<file path="src/rtl/tcm_pkg.sv">
// Purpose: Constants shared by the timer channel mode control block.
// Assumes: AXI4-Lite register access with 32-bit data, one word per register.
// Notes: Offsets are byte addresses.
package tcm_pkg;
  // ****************************************************************
  // Bus
  // ****************************************************************
  localparam int ADDR_W = 8;
  localparam logic [7:0] OFF_MODE = 8'h00;
  localparam logic [7:0] OFF_PRESC = 8'h04;
  localparam logic [7:0] OFF_CMP = 8'h08;
  localparam logic [7:0] OFF_CTRL = 8'h0c;
  localparam logic [7:0] OFF_CNT = 8'h10;
  localparam logic [7:0] OFF_IRQ_STAT = 8'h14;
  localparam logic [7:0] OFF_IRQ_CLR = 8'h18;
  localparam logic [7:0] OFF_IRQ_EN = 8'h1c;
  localparam logic [1:0] RESP_OKAY = 2'h0;
  localparam logic [1:0] RESP_SLVERR = 2'h2;
  // ****************************************************************
  // Mode register fields
  // ****************************************************************
  localparam int MODE_CKS_HI = 15;
  localparam int MODE_CKS_LO = 14;
  localparam int MODE_CCS = 12;
  localparam int MODE_MD_HI = 3;
  localparam int MODE_MD_LO = 1;
  localparam int MODE_OPT = 0;
  localparam logic [15:0] MODE_RESET = 16'h0000;
  localparam logic [2:0] MD_INTERVAL = 3'h0;
  localparam logic [2:0] MD_CAPTURE = 3'h2;
  localparam logic [2:0] MD_EVENT = 3'h3;
  localparam logic [2:0] MD_ONECOUNT = 3'h4;
  localparam logic [2:0] MD_CAP_ONE = 3'h6;
  // ****************************************************************
  // Prescaler, control and interrupt fields
  // ****************************************************************
  localparam int PRESC_N = 4;
  localparam int PRESC_CODE_W = 4;
  localparam logic [15:0] PRESC_RESET = 16'h0000;
  localparam int CTRL_UNIT_EN = 0;
  localparam int CTRL_START = 1;
  localparam int CTRL_STOP = 2;
  localparam int CTRL_OUT_EN = 3;
  localparam int CTRL_OUT_LVL = 4;
  localparam int CTRL_RUNNING = 5;
  localparam int IRQ_N = 2;
  localparam int IRQ_TIMER = 0;
  localparam int IRQ_BAD_MODE = 1;
endpackage : tcm_pkg

</file>
<file path="src/rtl/tcm_top.sv">
// Purpose: One timer channel with mode, clock selection, prescaler and AXI4-Lite registers.
// Assumes: Single clock aclk, synchronous active-low reset, software start and stop.
// Notes: Start-trigger and capture-edge fields are stored but not decoded; the input's rising edge is used.

// Contract
// - Clock select codes 00,01,10,11 pick prescaler outputs 0,2,1,3.
// - Count clock source 0 counts operation clock, 1 counts input pin edges.
// - Mode 0110 is event counter, counting down, no start interrupt.
// - Mode 100 is one-count, counting down.
// - Mode 1100 is capture plus one-count, counting up; other codes prohibited (the code also accepts 0111 and 1101).
// - Interval or capture with option 0: no interrupt or output change at start.
// - Interval or capture with option 1: interrupt and output change at start.
// - One-count with option 0 ignores start triggers while counting.
// - One-count with option 1 restarts on a start trigger, no interrupt.
// - Capture plus one-count: no start interrupt, start triggers ignored while counting.
// - Each prescaler output divides the clock by two to a four-bit code.
// - Interval mode interrupts every compare value plus one count periods.
// - Output enable 1 lets the timer drive output; 0 keeps software value.
module tcm_top
  import tcm_pkg::*;
#(
  parameter int CNT_W = 16
) (
  // Clock and reset
  input wire logic aclk,
  input wire logic aresetn,
  // Write address channel
  input wire logic s_axi_awvalid,
  output logic s_axi_awready,
  input wire logic [ADDR_W-1:0] s_axi_awaddr,
  input wire logic [2:0] s_axi_awprot,
  // Write data channel
  input wire logic s_axi_wvalid,
  output logic s_axi_wready,
  input wire logic [31:0] s_axi_wdata,
  input wire logic [3:0] s_axi_wstrb,
  // Write response channel
  output logic s_axi_bvalid,
  input wire logic s_axi_bready,
  output logic [1:0] s_axi_bresp,
  // Read address channel
  input wire logic s_axi_arvalid,
  output logic s_axi_arready,
  input wire logic [ADDR_W-1:0] s_axi_araddr,
  input wire logic [2:0] s_axi_arprot,
  // Read data channel
  output logic s_axi_rvalid,
  input wire logic s_axi_rready,
  output logic [31:0] s_axi_rdata,
  output logic [1:0] s_axi_rresp,
  // Timer pins
  input wire logic timer_input_pin,
  output logic timer_output,
  output logic channel_interrupt
);

  // ****************************************************************
  // State
  // ****************************************************************
  typedef struct packed {
    logic [15:0] mode;
    logic [15:0] prescale;
    logic [CNT_W-1:0] compare;
    logic [CNT_W-1:0] counter;
    logic unit_en;
    logic out_en;
    logic out_lvl;
    logic running;
    logic [IRQ_N-1:0] irq_stat;
    logic [IRQ_N-1:0] irq_en;
    logic irq;
    logic [2:0] pin_sync;
    logic pin_lvl;
    logic [15:0] div;
    logic aw_full;
    logic w_full;
    logic [ADDR_W-1:0] aw_addr;
    logic [31:0] w_data;
    logic [3:0] w_strb;
    logic aw_rdy;
    logic w_rdy;
    logic bvalid;
    logic [1:0] bresp;
    logic ar_rdy;
    logic rvalid;
    logic [1:0] rresp;
    logic [31:0] rdata;
  } tcm_state_type;

  tcm_state_type state_q;
  tcm_state_type state_d;
  logic [PRESC_N-1:0] presc_tick;

  if (CNT_W < 2 || CNT_W > 16) begin : g_bad_width
    $error("CNT_W must lie between 2 and 16");
  end

  function automatic logic [15:0] merge16(input logic [15:0] old, input logic [31:0] data,
                                          input logic [3:0] strb);
    logic [15:0] res;
    res = old;
    if (strb[0]) begin
      res[7:0] = data[7:0];
    end
    if (strb[1]) begin
      res[15:8] = data[15:8];
    end
    return res;
  endfunction

  // ****************************************************************
  // Prescaler outputs
  // ****************************************************************
  // Each output ticks once every two-to-the-code clocks; code zero ticks every clock.
  for (genvar i = 0; i < PRESC_N; i++) begin : g_presc
    logic [PRESC_CODE_W-1:0] code;
    logic [15:0] mask;
    assign code = state_q.prescale[i*PRESC_CODE_W +: PRESC_CODE_W];
    assign mask = (16'h0001 << code) - 16'h0001;
    assign presc_tick[i] = state_q.unit_en && ((state_q.div & mask) == mask);
  end

  // ****************************************************************
  // Next state
  // ****************************************************************
  always_comb begin
    logic [2:0] md;
    logic opt;
    logic mode_ok;
    logic up_mode;
    logic op_tick;
    logic cnt_tick;
    logic pin_edge;
    logic start;
    logic stop;
    logic ev_timer;
    logic ev_bad;
    logic toggle;
    logic [15:0] wv;
    md = state_q.mode[MODE_MD_HI:MODE_MD_LO];
    opt = state_q.mode[MODE_OPT];
    mode_ok = 1'b0;
    up_mode = 1'b0;
    op_tick = 1'b0;
    cnt_tick = 1'b0;
    pin_edge = 1'b0;
    start = 1'b0;
    stop = 1'b0;
    ev_timer = 1'b0;
    ev_bad = 1'b0;
    toggle = 1'b0;
    wv = 16'h0000;
    state_d = state_q;

    // Input pin: a new level is taken once the second and third stages agree.
    state_d.pin_sync = {state_q.pin_sync[1:0], timer_input_pin};
    if (state_q.pin_sync[1] == state_q.pin_sync[2]) begin
      state_d.pin_lvl = state_q.pin_sync[2];
      pin_edge = state_q.pin_sync[2] & ~state_q.pin_lvl;
    end
    state_d.div = state_q.unit_en ? state_q.div + 16'h0001 : 16'h0000;

    // Write channels are taken independently, then committed together.
    if (s_axi_awvalid && state_q.aw_rdy) begin
      state_d.aw_full = 1'b1;
      state_d.aw_addr = s_axi_awaddr;
    end
    if (s_axi_wvalid && state_q.w_rdy) begin
      state_d.w_full = 1'b1;
      state_d.w_data = s_axi_wdata;
      state_d.w_strb = s_axi_wstrb;
    end
    if (state_q.bvalid && s_axi_bready) begin
      state_d.bvalid = 1'b0;
    end
    if (state_q.aw_full && state_q.w_full && !state_q.bvalid) begin
      state_d.aw_full = 1'b0;
      state_d.w_full = 1'b0;
      state_d.bvalid = 1'b1;
      state_d.bresp = RESP_OKAY;
      wv = state_q.w_data[15:0];
      if (state_q.aw_addr == OFF_MODE) begin
        state_d.mode = merge16(state_q.mode, state_q.w_data, state_q.w_strb);
      end else if (state_q.aw_addr == OFF_PRESC) begin
        state_d.prescale = merge16(state_q.prescale, state_q.w_data, state_q.w_strb);
      end else if (state_q.aw_addr == OFF_CMP) begin
        state_d.compare = CNT_W'(merge16(16'(state_q.compare), state_q.w_data, state_q.w_strb));
      end else if (state_q.aw_addr == OFF_CTRL) begin
        if (state_q.w_strb[0]) begin
          state_d.unit_en = wv[CTRL_UNIT_EN];
          state_d.out_en = wv[CTRL_OUT_EN];
          start = wv[CTRL_START];
          stop = wv[CTRL_STOP];
          if (!state_q.out_en) begin
            state_d.out_lvl = wv[CTRL_OUT_LVL];
          end
        end
      end else if (state_q.aw_addr == OFF_IRQ_CLR) begin
        if (state_q.w_strb[0]) begin
          state_d.irq_stat = state_q.irq_stat & ~wv[IRQ_N-1:0];
        end
      end else if (state_q.aw_addr == OFF_IRQ_EN) begin
        if (state_q.w_strb[0]) begin
          state_d.irq_en = wv[IRQ_N-1:0];
        end
      end else if (state_q.aw_addr == OFF_CNT || state_q.aw_addr == OFF_IRQ_STAT) begin
        state_d.bresp = RESP_OKAY;
      end else begin
        state_d.bresp = RESP_SLVERR;
      end
    end
    state_d.aw_rdy = !state_d.aw_full && !state_d.bvalid;
    state_d.w_rdy = !state_d.w_full && !state_d.bvalid;

    // Read channel answers one cycle after the address is taken.
    if (state_q.rvalid && s_axi_rready) begin
      state_d.rvalid = 1'b0;
    end
    if (s_axi_arvalid && state_q.ar_rdy) begin
      state_d.rvalid = 1'b1;
      state_d.rresp = RESP_OKAY;
      state_d.rdata = 32'h00000000;
      if (s_axi_araddr == OFF_MODE) begin
        state_d.rdata[15:0] = state_q.mode;
      end else if (s_axi_araddr == OFF_PRESC) begin
        state_d.rdata[15:0] = state_q.prescale;
      end else if (s_axi_araddr == OFF_CMP) begin
        state_d.rdata[CNT_W-1:0] = state_q.compare;
      end else if (s_axi_araddr == OFF_CTRL) begin
        state_d.rdata[CTRL_UNIT_EN] = state_q.unit_en;
        state_d.rdata[CTRL_OUT_EN] = state_q.out_en;
        state_d.rdata[CTRL_OUT_LVL] = state_q.out_lvl;
        state_d.rdata[CTRL_RUNNING] = state_q.running;
      end else if (s_axi_araddr == OFF_CNT) begin
        state_d.rdata[CNT_W-1:0] = state_q.counter;
      end else if (s_axi_araddr == OFF_IRQ_STAT) begin
        state_d.rdata[IRQ_N-1:0] = state_q.irq_stat;
      end else if (s_axi_araddr == OFF_IRQ_EN) begin
        state_d.rdata[IRQ_N-1:0] = state_q.irq_en;
      end else if (s_axi_araddr == OFF_IRQ_CLR) begin
        state_d.rresp = RESP_OKAY;
      end else begin
        state_d.rresp = RESP_SLVERR;
      end
    end
    state_d.ar_rdy = !state_d.rvalid;

    // Operation clock and count clock selection.
    case (state_q.mode[MODE_CKS_HI:MODE_CKS_LO])
      2'h0: op_tick = presc_tick[0];
      2'h1: op_tick = presc_tick[2];
      2'h2: op_tick = presc_tick[1];
      default: op_tick = presc_tick[3];
    endcase
    cnt_tick = state_q.mode[MODE_CCS] ? pin_edge : op_tick;

    case (md)
      MD_INTERVAL, MD_EVENT, MD_ONECOUNT: mode_ok = 1'b1;
      MD_CAPTURE, MD_CAP_ONE: begin
        mode_ok = 1'b1;
        up_mode = 1'b1;
      end
      default: mode_ok = 1'b0;
    endcase

    // Counting.
    if (stop) begin
      state_d.running = 1'b0;
    end else if (start) begin
      if (!mode_ok) begin
        ev_bad = 1'b1;
      end else if (!state_q.running || (md == MD_ONECOUNT && opt)) begin
        state_d.running = 1'b1;
        state_d.counter = up_mode ? '0 : state_q.compare;
        if (!state_q.running && opt && (md == MD_INTERVAL || md == MD_CAPTURE)) begin
          ev_timer = 1'b1;
          toggle = 1'b1;
        end
      end
    end else if (state_q.running && state_q.unit_en) begin
      case (md)
        MD_INTERVAL, MD_EVENT: begin
          if (cnt_tick) begin
            if (state_q.counter == '0) begin
              state_d.counter = state_q.compare;
              ev_timer = 1'b1;
              toggle = (md == MD_INTERVAL);
            end else begin
              state_d.counter = state_q.counter - 1'b1;
            end
          end
        end
        MD_ONECOUNT: begin
          if (cnt_tick) begin
            if (state_q.counter == '0) begin
              ev_timer = 1'b1;
              toggle = 1'b1;
              state_d.running = 1'b0;
            end else begin
              state_d.counter = state_q.counter - 1'b1;
            end
          end
        end
        MD_CAPTURE: begin
          if (pin_edge) begin
            state_d.compare = state_q.counter;
            state_d.counter = '0;
            ev_timer = 1'b1;
          end else if (cnt_tick) begin
            state_d.counter = state_q.counter + 1'b1;
          end
        end
        MD_CAP_ONE: begin
          if (pin_edge) begin
            state_d.compare = state_q.counter;
            ev_timer = 1'b1;
            state_d.running = 1'b0;
          end else if (cnt_tick) begin
            state_d.counter = state_q.counter + 1'b1;
          end
        end
        default: state_d.running = 1'b0;
      endcase
    end

    // Output and interrupt; a new event wins over a clear in the same cycle.
    if (toggle && state_q.out_en) begin
      state_d.out_lvl = ~state_q.out_lvl;
    end
    state_d.irq_stat[IRQ_TIMER] = state_d.irq_stat[IRQ_TIMER] | ev_timer;
    state_d.irq_stat[IRQ_BAD_MODE] = state_d.irq_stat[IRQ_BAD_MODE] | ev_bad;
    state_d.irq = |(state_d.irq_stat & state_d.irq_en);
  end

  // ****************************************************************
  // Registers
  // ****************************************************************
  always_ff @(posedge aclk) begin
    if (!aresetn) begin
      state_q <= '0;
    end else begin
      state_q <= state_d;
    end
  end

  assign s_axi_awready = state_q.aw_rdy;
  assign s_axi_wready = state_q.w_rdy;
  assign s_axi_bvalid = state_q.bvalid;
  assign s_axi_bresp = state_q.bresp;
  assign s_axi_arready = state_q.ar_rdy;
  assign s_axi_rvalid = state_q.rvalid;
  assign s_axi_rdata = state_q.rdata;
  assign s_axi_rresp = state_q.rresp;
  assign timer_output = state_q.out_lvl;
  assign channel_interrupt = state_q.irq;

endmodule // tcm_top

</file>
<file path="config.mk">
export PLATFORM = sky130hd
export DESIGN_NAME = tcm_top
export DESIGN_NICKNAME = d
export VERILOG_FILES = /design/src/rtl/tcm_pkg.sv /design/src/rtl/tcm_top.sv
export SDC_FILE = /design/constraint.sdc
export NUM_CORES = 1
export LEC_CHECK = 0
export BUFFER_PORTS_ARGS = -buffer_cell sky130_fd_sc_hd__buf_4
export CORE_MARGIN = 2
export CORE_UTILIZATION = 45
export DETAILED_ROUTE_END_ITERATION = 6
export GPL_TIMING_DRIVEN = 0
export PLACE_DENSITY_LB_ADDON = 0.05
export SYNTH_ARGS = -nofsm -noshare
export SYNTH_HDL_FRONTEND = slang
export SYNTH_SLANG_ARGS = --single-unit
export TNS_END_PERCENT = 5
</file>
<file path="constraint.sdc">
create_clock -name aclk -period 9.5 [get_ports aclk]
set_clock_uncertainty 0.2 [all_clocks]
set_input_delay 0.475 -clock aclk [delete_from_list [all_inputs] [get_ports aclk]]
set_output_delay 0.475 -clock aclk [all_outputs]
set_load 0.03 [all_outputs]
</file>
After elaboration in Yosys (flattened, before gate mapping)
Index checks and enable logic that the tools add are counted.

word-level totals
  flip-flop bits (word level) = 146
  output and inout port bits = 43
  logic and storage cells = 266

operators by class
  add/subtract/negate cells = 7
  equal/unequal tests = 38
  shifts and indexed selects = 4
  muxes and demuxes = 118
  bitwise operators = 17
  reductions and logical operators = 53

operators by type and width
  kind                     number
  $mux W16                 21
  $sub A16 B1 Y16 const B  5
  $and A16 B16 Y16         4
  $eq A16 B16 Y1           4
  $eq A8 B5 Y1 const B     8
  $mux W32                 2
  $pmux W16 S4             1
  $shl A1 B4 Y16 const A   4
  $mux W1                  53
  $mux W2                  25
  $mux W35                 1
  $add A16 B1 Y16 const B  2
  $eq A8 B4 Y1 const B     4
  $mux W4                  5
  $logic_and A1 B1 Y1      18
  $eq A8 B3 Y1 const B     2
  $logic_not A16 Y1        1
  $logic_not A8 Y1         2
  $mux W8                  2
  $ne A3 B3 Y1 const B     5
  $mux W14                 1
  $ne A2 B1 Y1 const B     7
  $reduce_and A7 Y1        2
  $mux W10                 1
  other kinds (28)         57

Longest topological paths before layout
Gate-level depths: netlist of run 1.

  depth after elaboration = 15
  gate-level depth with buffers = 17
  depth with buffers taken out = 13

Worst setup path before layout of run 1
OpenSTA, ideal clock, no wires.

  kind = register to register
  from = register state_q (netlist bit g_presc[3].code[2])
  to = register state_q[128] (netlist bit)
  arrival = 3.306 ns
  required time = 9.165 ns
  path slack = 5.859 ns
  cell stages (with the launch flop) = 17
  path buffers = 3
  clock period less this slack = 3.641 ns
  cells stage by stage = dfxtp_1 clkbuf_1 nor2_1 nand3_1 ha_1 nor2_1 a32o_1 a2111oi_2 nand4_1 or4_4 a32oi_4 o211ai_1 and3_1 buf_6 buf_6 o211ai_2 o31ai_2

between the ends
  word-level cells in the longest chain between the ends = 12

RTL lines
  element                      line            text
  start, declared              tcm_top.sv:90   tcm_state_type state_q;
  start signal, assigned       tcm_top.sv:342  state_q <= state_d;
  $shl A1 B4 Y16 (*)           tcm_top.sv:119  assign mask = (16'h0001 << code) - 16'h0001;
  $sub A16 B1 Y16 (*)          tcm_top.sv:119
  $and A16 B16 Y16             tcm_top.sv:120  assign presc_tick[i] = state_q.unit_en && ((state_q.div & mask) == mask);
  $eq A16 B16 Y1 (*)           tcm_top.sv:120
  $logic_and A1 B1 Y1 (*)      tcm_top.sv:120
  $pmux W1 S3 (*)              tcm_top.sv:249  case (state_q.mode[MODE_CKS_HI:MODE_CKS_LO])
  $mux W1 (*)                  tcm_top.sv:255  cnt_tick = state_q.mode[MODE_CCS] ? pin_edge : op_tick;
  $mux W16                     n/a
  $mux W16 (on tied branches)  n/a
  $pmux W16 S4                 n/a
  $mux W32                     n/a
  $mux W16                     n/a

Mark *: on every way between the ends. The rest lies on a longest branch, timed or not. The select of a mux whose other input is x is not followed.
A chain may end at the register's enable or synchronous reset.

Worst setup path in the final report of run 1
Ends and elaborated chain as after synthesis.

==> results.env, run 1 <==
WIRE_LENGTH_OF_THE_FIRST_GLOBAL_ROUTING_PASS_UM=41900
WORST_MIN_DELAY_PATH_CLASS='primary input to flop'
MIN_PERIOD_PS=4390
RUN_STATUS='finished clean'
FINALHOLDVIOLCOUNT=0
DRT-VIAS-PER-INSTANCE=5.82
PLACE_WS_PS=5170
WORST_SKEW_PAIR.LATE_LATENCY_PS=430
POWER_PER_CELL_AREA_nW_PER_UM2=138
UTILIZATION=0.536
SYNTH.CELLS.MOST_FREQUENT='143 x dfxtp_1, 121 x nand2_1, 117 x nor2_1'
HOLD_BUFFERS=0
FIN_SETUP_TNS_PS=0
CRITPATHLAUNCHTYPE='flop'
TIMING.CRITICAL_PATH.FROM='g_presc[3].code[2]'
POSTSYNTHCELLCOUNT=1086
WORSTPATHMAXFANOUT=10
CP.REQUIRED_PS=9650
POST_CTS_RESIZE_COUNT=0
GRT_OVERFLOW=0
NETLIST-CELL-TYPE-COUNT=77
WORST_MAX_SLEW_MARGIN_EXPRESSED_RELATIVE_TO_THE_LIMIT=0.165
UNREPAIRED_SETUP_ENDPOINTS_AFTER_GLOBAL_ROUTING='false'
GRT_USAGE=0.268
CLOCK-ROOT-BUFFER='clkbuf_16'
TRANSITION_AT_THE_PIN_WITH_THE_SMALLEST_MAX_TRANSITION_SLACK_PS=1240
TRITONCTS='yes'
DETAIL_ROUTE.DRC_VIOLATIONS=0
TIMING.FINAL.WS_SETUP_PS=5110
FINAL_LAYOUT_SIZE_SUFFIX_GT1_FRAC=0.145
CORE_AREA_UM2=18700
YS_SEQ_ELEMENTS=143
DIE_H_UM=142
FINAL.PERIOD_UTILIZATION=0.462
PORTION_OF_SYNTHESIZED_CELL_AREA_OCCUPIED_BY_THE_LEADING_CELL_TYPE=0.333
POWER.IR.VDD_WORST_V=0.000131
IO_BUFFERS=64
TIMING.HOLD.WS_PS=43.6
DRV_SLEW=0
CRITPATHCAPTURETYPE='flop'
CRIT_TYPE='flop to flop'
DIE_AREA_UM2=20200
SYNTH.AVG_CELL_AREA_UM2=7.92
SYNTH-MAIN-FF-CELL='dfxtp_1'
WORST-ENDPOINT-ARRIVAL_PS=4540
SYNTHARSTFLOPSHARE=0
DRT-TOTAL-WL_UM=26800
ANTENNA_FOUND_INITIAL=0
GRT_PASS1_VIAS=7491
REGISTER_CLOCK_PIN_SLEW_ON_THE_REPORTED_WORST_SETUP_AND_HOLD_PATHS_PS=70
GRT_START_MAX_NET_PINS=17
YOSYS-TOP-CELLS-AREA='dfxtp_1 33%, mux2i_1 7.7%, nand2_1 5.3%'
YOSYS.CELL_COUNT.TOP_TYPE='dfxtp_1'
DR_TOTAL_VIAS=8346
DRTITER0DRC=757
CLOCK_NET_SINK_COUNT=143
YOSYS_WARNINGS=0
CTS_INSERTED_BUFFERS=17
DR_WL_CELL_UM=18.7
REPORT.FINAL.SETUP_VIOL=0
STD_CELL_ROWS=50
ANTENNA_CELLS_INSERTED=0
SYN2LAYOUT_AREA_GROWTH_PCT=16.6
ROUTE.ANTENNA.REMAINING_NETS=0
CTS.PATH.MAX_BUFFERS=2
P_LEAK_nW=3.93
INITIAL_CORE_UTIL=0.460
SYNTH.YOSYS.SEQ_AREA_SHARE=0.333
BOUNDARYPINS=109
POST-CTS-SETUP-BUFFER-COUNT=0
GP_CONGESTION=0.918
HOLD_WC_STARTPOINT='timer_input_pin'
R2R-START='g_presc[3].code[2]'
POST_SYNTH_INSTANCE_AREA_UM2=8600
PLACE_HPWL_UM=19800
EDFF_COUNT_SYNTH=0
DIE_WIDTH_UM=142
LAYOUT.NETS=1260
CTS.HTREE.LEVELS=4
SYNTH_TOP_AREA_CELL='dfxtp_1'
DRV_CAP=0
FMAX_GHz=0.228
DRT_PRE_ANTENNA_ITERS=5
## routing by layer
metal	up-vias	global-route usage	wire length, um
met1	3919	0.394	12700
met5	-	0	0
met2	327	0.393	11500
met4	0	0.0947	667
met3	47	0.0468	2010
li1	4053	-	-
## cells in the final DEF, fill, tap and decap left out, types with 14 or more instances in the layout
cell | synthesis | layout
xnor2_1 | 14 | 14
nand2_1 | 121 | 121
mux2i_1 | 66 | 66
a21oi_1 | 86 | 86
clkbuf_16 | 0 | 17
a211oi_1 | 33 | 33
conb_1 | 1 | 18
nand2b_1 | 14 | 14
inv_1 | 14 | 14
nor3_1 | 23 | 23
buf_4 | 37 | 101
clkbuf_1 | 76 | 76
nand4_1 | 14 | 14
dfxtp_1 | 143 | 143
nand3_1 | 24 | 24
o21ai_0 | 34 | 34
nor2_1 | 117 | 117
and2_1 | 19 | 19
## where the power goes
group          switching (mW)  total (mW)  internal [mW]
Sequential             0.0104       0.619          0.609
Combinational          0.0553      0.0879         0.0326
Clock                   0.283       0.680          0.397
## area by class of cell
| cell class | count | area [um^2] |
|---|---|---|
| inverters | 16 | 60.1 |
| fillers | 1845 | 8670 |
| well taps | 234 | 293 |
| plain buffers | 127 | 649 |
| repair buffers | 64 | 480 |
| flip-flops and latches | 143 | 2860 |
| multi-input cells | 817 | 5090 |
| clock buffers | 18 | 439 |
| clock inverters | 14 | 155 |
## sequential cells by signal, summed over array words and instances (netlist names), 2 cells and up
signal and cells:
state_q 100, s_axi_rdata 16, g_presc.code 16, state_d 2
## worst max-delay path: stages (launching register included)
cell and delay [ps]:
dfxtp_1 410, clkbuf_1 350, nor2_1 170, nand3_1 120
ha_1 280, nor2_1 60, a32o_1 260, a2111oi_2 410
nand4_1 150, or4_4 460, a32oi_4 430, nand3_1 410
o31a_1 420, o31ai_2 170
## worst paths after layout
kind / end / slack, ps / cells past startpoint
max: state_q[128] / 5110 / 13
min: state_d[105] / 40 / 2
max reg2reg: state_q[128] / 5110 / 13
min reg2reg: state_d[106] / 240 / 1
## through the flow
step,cells,instance area [um^2],power [mW]
global placement,1401,9440,0.719
finish,1433,10000,1.39
floorplan,1103,8670,0.683
CTS,1433,10000,1.39
detailed placement,1401,9440,0.720
global route,1433,10000,1.43
## kinds of logic (layout without fill, tap and decap cells)
group | Yosys count | in the layout | synth area share
simple gates | 415 | 415 | 0.236
compound gates | 277 | 277 | 0.224
flops | 143 | 143 | 0.333
buf+inv | 143 | 239 | 0.0825
mux | 72 | 72 | 0.0860
xor+xnor | 27 | 27 | 0.0275
fa+ha+maj | 8 | 8 | 0.0116
other cells | 1 | 18 | 0.000436
No activity file was read; power rests on OpenSTA's default activity.
==> run 2, diff against run 1 <==
Clock period 9.5 ns to 3.66 ns, I/O delays scaled along.
==> run 2 against run 1 <==
The run now ends with negative setup slack left. Register-to-register slack got worse by 5200 ps. Die area unchanged. Via count grew 2.7%. Hold slack worse by 29 ps. Critical path type unchanged. Largest power group unchanged.
==> results.env, run 2 (synthesis results as in run 1) <==
WORST_SKEW_PAIR.LATE_LATENCY_PS=440  # about the same
CRIT_TYPE='flop to flop'
CRIT_CELLS=16  # +3
TIMING.FINAL.WS_SETUP_PS=-84.6  # -5200 ps
WORSTHOLDPATHCELLS=4  # +2
LAYOUT.CELLS.NON_FILLER=1482  # +3.4%
DRV_CAP=0  # unchanged
REGMOSTFLOPS='state_q'
CTS.PATH.MAX_BUFFERS=2  # unchanged
DRTITER0DRC=810  # +7.0%
MAX_STAGE_DELAY_PS=530  # +70 ps
DRT-VIAS-PER-INSTANCE=5.79  # -0.66%
DR_WL_CELL_UM=18.9  # +0.78%
DRV_SLEW=0  # unchanged
REGAREA_UM2=2880  # +0.44%
FINAL.FILL_COUNT=1763  # -4.4%
DIE_AREA_UM2=20200  # unchanged
MIN_PERIOD_PS=3740  # -644 ps
DR_TOTAL_VIAS=8574  # +2.7%
INITIAL_CORE_UTIL=0.460  # unchanged
DRT-TOTAL-WL_UM=28000  # +4.2%
CPLARGESTDELAYFAMILY='simple AND/OR/NAND/NOR gates'
WORST-ENDPOINT-ARRIVAL_PS=3840  # -700 ps
WORST_PATH_MAX_DELAY_CELL='or4_4'
PLACE_HPWL_UM=19800  # unchanged
AREA_OF_COMBINATIONAL_CELLS_WITH_MULTIPLE_INPUTS_UM2=5240  # +2.8%
BOUNDARYPINS=109  # unchanged
FINALHOLDVIOLCOUNT=0  # unchanged
WORST_MAX_SLEW_MARGIN_EXPRESSED_RELATIVE_TO_THE_LIMIT=0.241  # +0.0754
FINAL_LAYOUT_SIZE_SUFFIX_GT1_FRAC=0.187  # +0.0416
GRT_PASS1_VIAS=7710  # +2.9%
DRT_PRE_ANTENNA_ITERS=5  # unchanged
CRITICAL_PATH.N_BUFFERS_INVERTERS=4  # +3
CRITPATHCAPTURETYPE='flop'
ANTENNA_FOUND_INITIAL=0  # unchanged
STD_CELL_ROWS=50  # unchanged
TIMING.REG2REG.WORST_PATH_DEPTH=16  # +3
P_LEAK_nW=4.29  # +9.3%
COMMONEST_NON_FILL_NON_TAP_CELL_IN_THE_LAYOUT='dfxtp_1'
POWER.IR.VDD_WORST_V=0.000340  # +160%
DIE_WIDTH_UM=142  # unchanged
WORSTPATHMAXFANOUT=7  # -3
SYN2LAYOUT_AREA_GROWTH_PCT=25.2
ROUTE.ANTENNA.REMAINING_NETS=0  # unchanged
CTS.HTREE.LEVELS=4  # unchanged
GRT_USAGE=0.273  # +0.00507
WIRE_LENGTH_OF_THE_FIRST_GLOBAL_ROUTING_PASS_UM=42800  # +2.1%
GRT_OVERFLOW=0  # unchanged
CRITPATHMOSTFREQUENTCELL='buf_12'
ANTENNA_CELLS_INSERTED=0  # unchanged
LAYOUT.NETS=1309  # +3.9%
REGISTER_CLOCK_PIN_SLEW_ON_THE_REPORTED_WORST_SETUP_AND_HOLD_PATHS_PS=70  # about the same
IO_BUFFERS=64  # unchanged
CRIT_PATH_CELL_TRACE='buf_8, nor2_4, nand3_2, ha_4, a32o_2, a2111oi_4, nand4_1, or4_4, a32oi_4, buf_12, o211ai_1, and3_4, buf_12, clkbuf_16, o211ai_2, o31ai_2'
POWER_PER_CELL_AREA_nW_PER_UM2=337  # +140%
GRT_START_MAX_NET_PINS=17  # unchanged
FAILED_CHECKS='negative setup slack'
UNREPAIRED_SETUP_ENDPOINTS_AFTER_GLOBAL_ROUTING='true'
GP_CONGESTION=0.918  # unchanged
CTS_INSERTED_BUFFERS=17  # unchanged
REPORT.FINAL.SETUP_VIOL=15  # +15
NUMPLACEDINSTANCES=1401  # unchanged
TRANSITION_AT_THE_PIN_WITH_THE_SMALLEST_MAX_TRANSITION_SLACK_PS=1120  # -119 ps
CRITPATHLAUNCHTYPE='flop'
LARGEST_REG_FLOPS=100  # unchanged
TRITONCTS='yes'
DIE_H_UM=142  # unchanged
UTILIZATION=0.576  # +0.0392
WORST_MIN_DELAY_PATH_CLASS='primary input to flop'
FINAL.PERIOD_UTILIZATION=1.02  # +0.561
RUN_STATUS='finished, violations left'
CORE_AREA_UM2=18700  # unchanged
CLOCK_NET_SINK_COUNT=143  # unchanged
LAYOUT.CELLS.MOST_COMMON_LIST='139 x dfxtp_1, 121 x buf_4, 120 x nand2_1'
DETAIL_ROUTE.DRC_VIOLATIONS=0  # unchanged
CP.REQUIRED_PS=3750  # -5900 ps
FMAX_GHz=0.267  # +17%
CLOCK-ROOT-BUFFER='clkbuf_16'
run 2: changes by cell type in the layout (fill, tap and decap cells not counted), moves of 4 or more:
cell,delta
nor2_1,-4
clkbuf_1,-13
buf_4,+20
dfxtp_1,-4
buf_12,+4
dlygate4sd3_1,+30
run 2: stage by stage:
step	hold slack (ps)	power, mW	setup slack (ps)	cell area, um^2	setup TNS (ps)
after CTS	14.3	3.64	-144	10500	-1910
after global routing	31.3	3.73	-184	10800	-2730
final	15.0	3.63	-84.6	10800	-809
after global placement	193	1.87	-723	9440	-12380
after detailed placement	198	1.87	-673	9440	-11540
after floorplan	110	1.77	18.5	8670	0
run 2: final cells by class:
type / instances / share of cell area
multi-input cells: 817 / 0.486
flip-flops and latches: 143 / 0.267
repair buffers: 118 / 0.0934
plain buffers: 122 / 0.0654
clock buffers: 18 / 0.0408
well taps: 234 / 0.0272
clock inverters: 14 / 0.0144
inverters: 16 / 0.00558
run 2: power breakdown:
part           leakage (nW)  switching, mW  internal, mW
registers              1.16         0.0271          1.58
clock network         0.276          0.739          1.03
logic                  2.86          0.149         0.106
total                  4.29          0.916          2.71
run 2: final timing paths:
kind | from | end | slack (ps)
worst max register to register | g_presc[3].code[1] | state_q[123] | -80
worst min-delay path | s_axi_awvalid | state_q[84] | 10
worst max-delay path | g_presc[3].code[1] | state_q[123] | -80
worst min register to register | state_d[105] | state_d[106] | 240
run 2: worst register-to-register path: stages, from the launching register on:
cell and delay [ps]:
dfxtp_4 350, buf_8 130, nor2_4 150, nand3_2 120
ha_4 200, a32o_2 240, a2111oi_4 360, nand4_1 140
or4_4 530, a32oi_4 200, buf_12 160, o211ai_1 100
and3_4 220, buf_12 150, clkbuf_16 160, o211ai_2 140
o31ai_2 80
run 2: layer usage:
metal | part of all wire | track usage | vias up
li1 | - | - | 4153
met2 | 0.44 | 0.414 | 331
met1 | 0.47 | 0.396 | 4040
met5 | 0 | 0 | -
met4 | 0.022 | 0.0879 | 0
met3 | 0.065 | 0.0441 | 50
run 2: repair_timing:
| action | in CTS | in global routing |
|---|---|---|
| hold endpoints to repair | 34 | 0 |
| hold buffers | 30 | 0 |
| buffers inserted | 4 | 17 |
| pin swaps | 7 | 20 |
| setup endpoints to repair | 20 | 20 |
| gates cloned | 0 | 3 |
| gates resized for setup | 29 | 42 |
==> run 3, diff against run 2 <==
Settings changed: RECOVER_POWER from default to 50.
==> run 3 against run 2 <==
The flow still finishes with violations (negative setup slack). Worst setup slack worse by 3.9 ps. Hold slack lost 3.0 ps. Combinational power down 2%. Utilization down 0.53 points. Die area is the same. Flip-flop and latch count did not move. Final area decreased by 0.92%. Register-to-register slack is essentially flat. Power is 0.26% lower. Critical endpoint unchanged.
==> results.env, run 3 (synthesis results as in run 1) <==
REGMOSTFLOPS='state_q'
MIN_PERIOD_PS=3750  # +3.94 ps
CORE_AREA_UM2=18700  # unchanged
FINALHOLDVIOLCOUNT=0  # unchanged
ROUTE.ANTENNA.REMAINING_NETS=0  # unchanged
DRV_CAP=0  # unchanged
WIRE_LENGTH_OF_THE_FIRST_GLOBAL_ROUTING_PASS_UM=42800  # unchanged
GRT_START_MAX_NET_PINS=17  # unchanged
POWER.IR.VDD_WORST_V=0.000339  # -0.26%
ANTENNA_FOUND_INITIAL=0  # unchanged
GRT_PASS1_VIAS=7710  # unchanged
FINAL.FILL_COUNT=1792  # +1.6%
FINAL_LAYOUT_SIZE_SUFFIX_GT1_FRAC=0.166  # -0.0208
CP.REQUIRED_PS=3750  # about the same
DRT_PRE_ANTENNA_ITERS=7  # +2
BOUNDARYPINS=109  # unchanged
REPORT.FINAL.SETUP_VIOL=16  # +1
POWER_PER_CELL_AREA_nW_PER_UM2=339  # +0.66%
CRIT_PATH_CELL_TRACE='buf_8, nor2_4, nand3_2, ha_4, a32o_2, a2111oi_4, nand4_1, or4_4, a32oi_4, buf_12, o211ai_1, and3_4, buf_12, clkbuf_16, o211ai_2, o31ai_2'
CLOCK_NET_SINK_COUNT=143  # unchanged
LAYOUT.CELLS.MOST_COMMON_LIST='139 x dfxtp_1, 120 x nand2_1, 113 x nor2_1'
DIE_H_UM=142  # unchanged
CRITPATHLAUNCHTYPE='flop'
FAILED_CHECKS='negative setup slack'
CRITPATHMOSTFREQUENTCELL='buf_12'
DRT-TOTAL-WL_UM=28100  # +0.44%
AREA_OF_COMBINATIONAL_CELLS_WITH_MULTIPLE_INPUTS_UM2=5230  # about the same
DPL-INSTANCE-AREA_UM2=9440  # unchanged
WORST_PATH_MAX_DELAY_CELL='or4_4'
STD_CELL_ROWS=50  # unchanged
DRTITER0DRC=822  # +1.5%
WORST_SKEW_PAIR.LATE_LATENCY_PS=440  # about the same
CRITPATHCAPTURETYPE='flop'
LAYOUT.NETS=1309  # unchanged
CLOCK-ROOT-BUFFER='clkbuf_16'
DRV_SLEW=0  # unchanged
PLACE_HPWL_UM=19800  # unchanged
INITIAL_CORE_UTIL=0.460  # unchanged
RUN_STATUS='finished, violations left'
DR_TOTAL_VIAS=8574  # unchanged
GP_CONGESTION=0.918  # unchanged
REGISTER_CLOCK_PIN_SLEW_ON_THE_REPORTED_WORST_SETUP_AND_HOLD_PATHS_PS=70  # about the same
CTS_INSERTED_BUFFERS=17  # unchanged
DIE_AREA_UM2=20200  # unchanged
GRT_USAGE=0.273  # unchanged
COMMONEST_NON_FILL_NON_TAP_CELL_IN_THE_LAYOUT='dfxtp_1'
WORST_MIN_DELAY_PATH_CLASS='primary input to flop'
DETAIL_ROUTE.DRC_VIOLATIONS=0  # unchanged
POST-ROUTE-CELL-AREA_UM2=10700  # -0.92%
P_LEAK_nW=4.19  # -2.5%
LARGEST_REG_FLOPS=100  # unchanged
TRITONCTS='yes'
TRANSITION_AT_THE_PIN_WITH_THE_SMALLEST_MAX_TRANSITION_SLACK_PS=1140  # +19.6 ps
CTS.HTREE.LEVELS=4  # unchanged
DRT-VIAS-PER-INSTANCE=5.79  # unchanged
WORST-ENDPOINT-ARRIVAL_PS=3840  # about the same
ANTENNA_CELLS_INSERTED=0  # unchanged
FMAX_GHz=0.267  # -0.11%
REGAREA_UM2=2880  # unchanged
WORST_MAX_SLEW_MARGIN_EXPRESSED_RELATIVE_TO_THE_LIMIT=0.227  # -0.0132
TIMING.FINAL.WS_SETUP_PS=-88.5  # -3.94 ps
DR_WL_CELL_UM=19.0  # +0.44%
CRIT_TYPE='flop to flop'
UNREPAIRED_SETUP_ENDPOINTS_AFTER_GLOBAL_ROUTING='true'
SYN2LAYOUT_AREA_GROWTH_PCT=24.0
CTS.PATH.MAX_BUFFERS=2  # unchanged
WORSTPATHMAXFANOUT=7  # unchanged
FINAL.PERIOD_UTILIZATION=1.02  # +0.00108
IO_BUFFERS=64  # unchanged
GRT_OVERFLOW=0  # unchanged
MAX_STAGE_DELAY_PS=530  # about the same
FIN_SETUP_TNS_PS=-826  # -17.2 ps
DIE_WIDTH_UM=142  # unchanged
## run 3: cell types whose count changed in the layout (fill, tap and decap cells not counted), sizes merged
cell,before,now
buf,142,114
clkbuf,86,114
## run 3: power breakdown
group	total, mW	internal [mW]	switching, mW
Sequential	1.61	1.58	0.0270
Combinational	0.249	0.0994	0.149
Clock	1.77	1.03	0.736
## run 3: cell type report
cell class / count / area share
Clock inverter: 14 / 0.0145
Timing Repair Buffer: 118 / 0.0855
Sequential cell: 143 / 0.269
Buffer: 122 / 0.0660
Clock buffer: 18 / 0.0412
Tap cell: 234 / 0.0274
Multi-Input combinational cell: 817 / 0.490
Inverter: 16 / 0.00563
## run 3: timing repair
action | CTS | global route
gates resized for setup | 29 | 42
pin swaps | 7 | 20
hold endpoints to repair | 34 | 0
setup buffers | 4 | 17
endpoints found under the setup margin | 20 | 20
gates cloned | 0 | 3
hold buffers | 30 | 0
## run 3: metal layers
layer	track usage	vias up	part of all wire
met1	0.396	4062	0.48
met4	0.0879	0	0.022
met3	0.0441	49	0.062
met5	0	-	0
li1	-	4160	-
met2	0.414	303	0.44
## run 3: metrics by stage
stage	worst slack (ps)	utilization	hold WS, ps	power (mW)	cells
after CTS	-144	0.559	14.3	3.64	1463
final	-88.5	0.570	11.9	3.62	1482
after global routing	-184	0.570	31.3	3.73	1482
after detailed placement	-673	0.505	198	1.87	1401
after floorplan	18.5	-	110	1.77	1103
after global placement	-723	0.505	193	1.87	1401
## run 3: worst max-delay path: cells and delay by family (launching register included)
kind,cells,cell delay (ps)
simple gates,5,1160
compound gates,6,1110
buf+inv,4,590
flops,1,350
fa+ha+maj,1,200
## run 3: path summary, 6_finish.rpt
check / from / to / slack, ps / cells past startpoint
worst max-delay path: g_presc[3].code[1] / state_q[123] / -90 / 16
worst min-delay path: s_axi_awvalid / state_q[84] / 10 / 4
worst max register to register: g_presc[3].code[1] / state_q[123] / -90 / 16
worst min register to register: state_d[105] / state_d[106] / 240 / 1
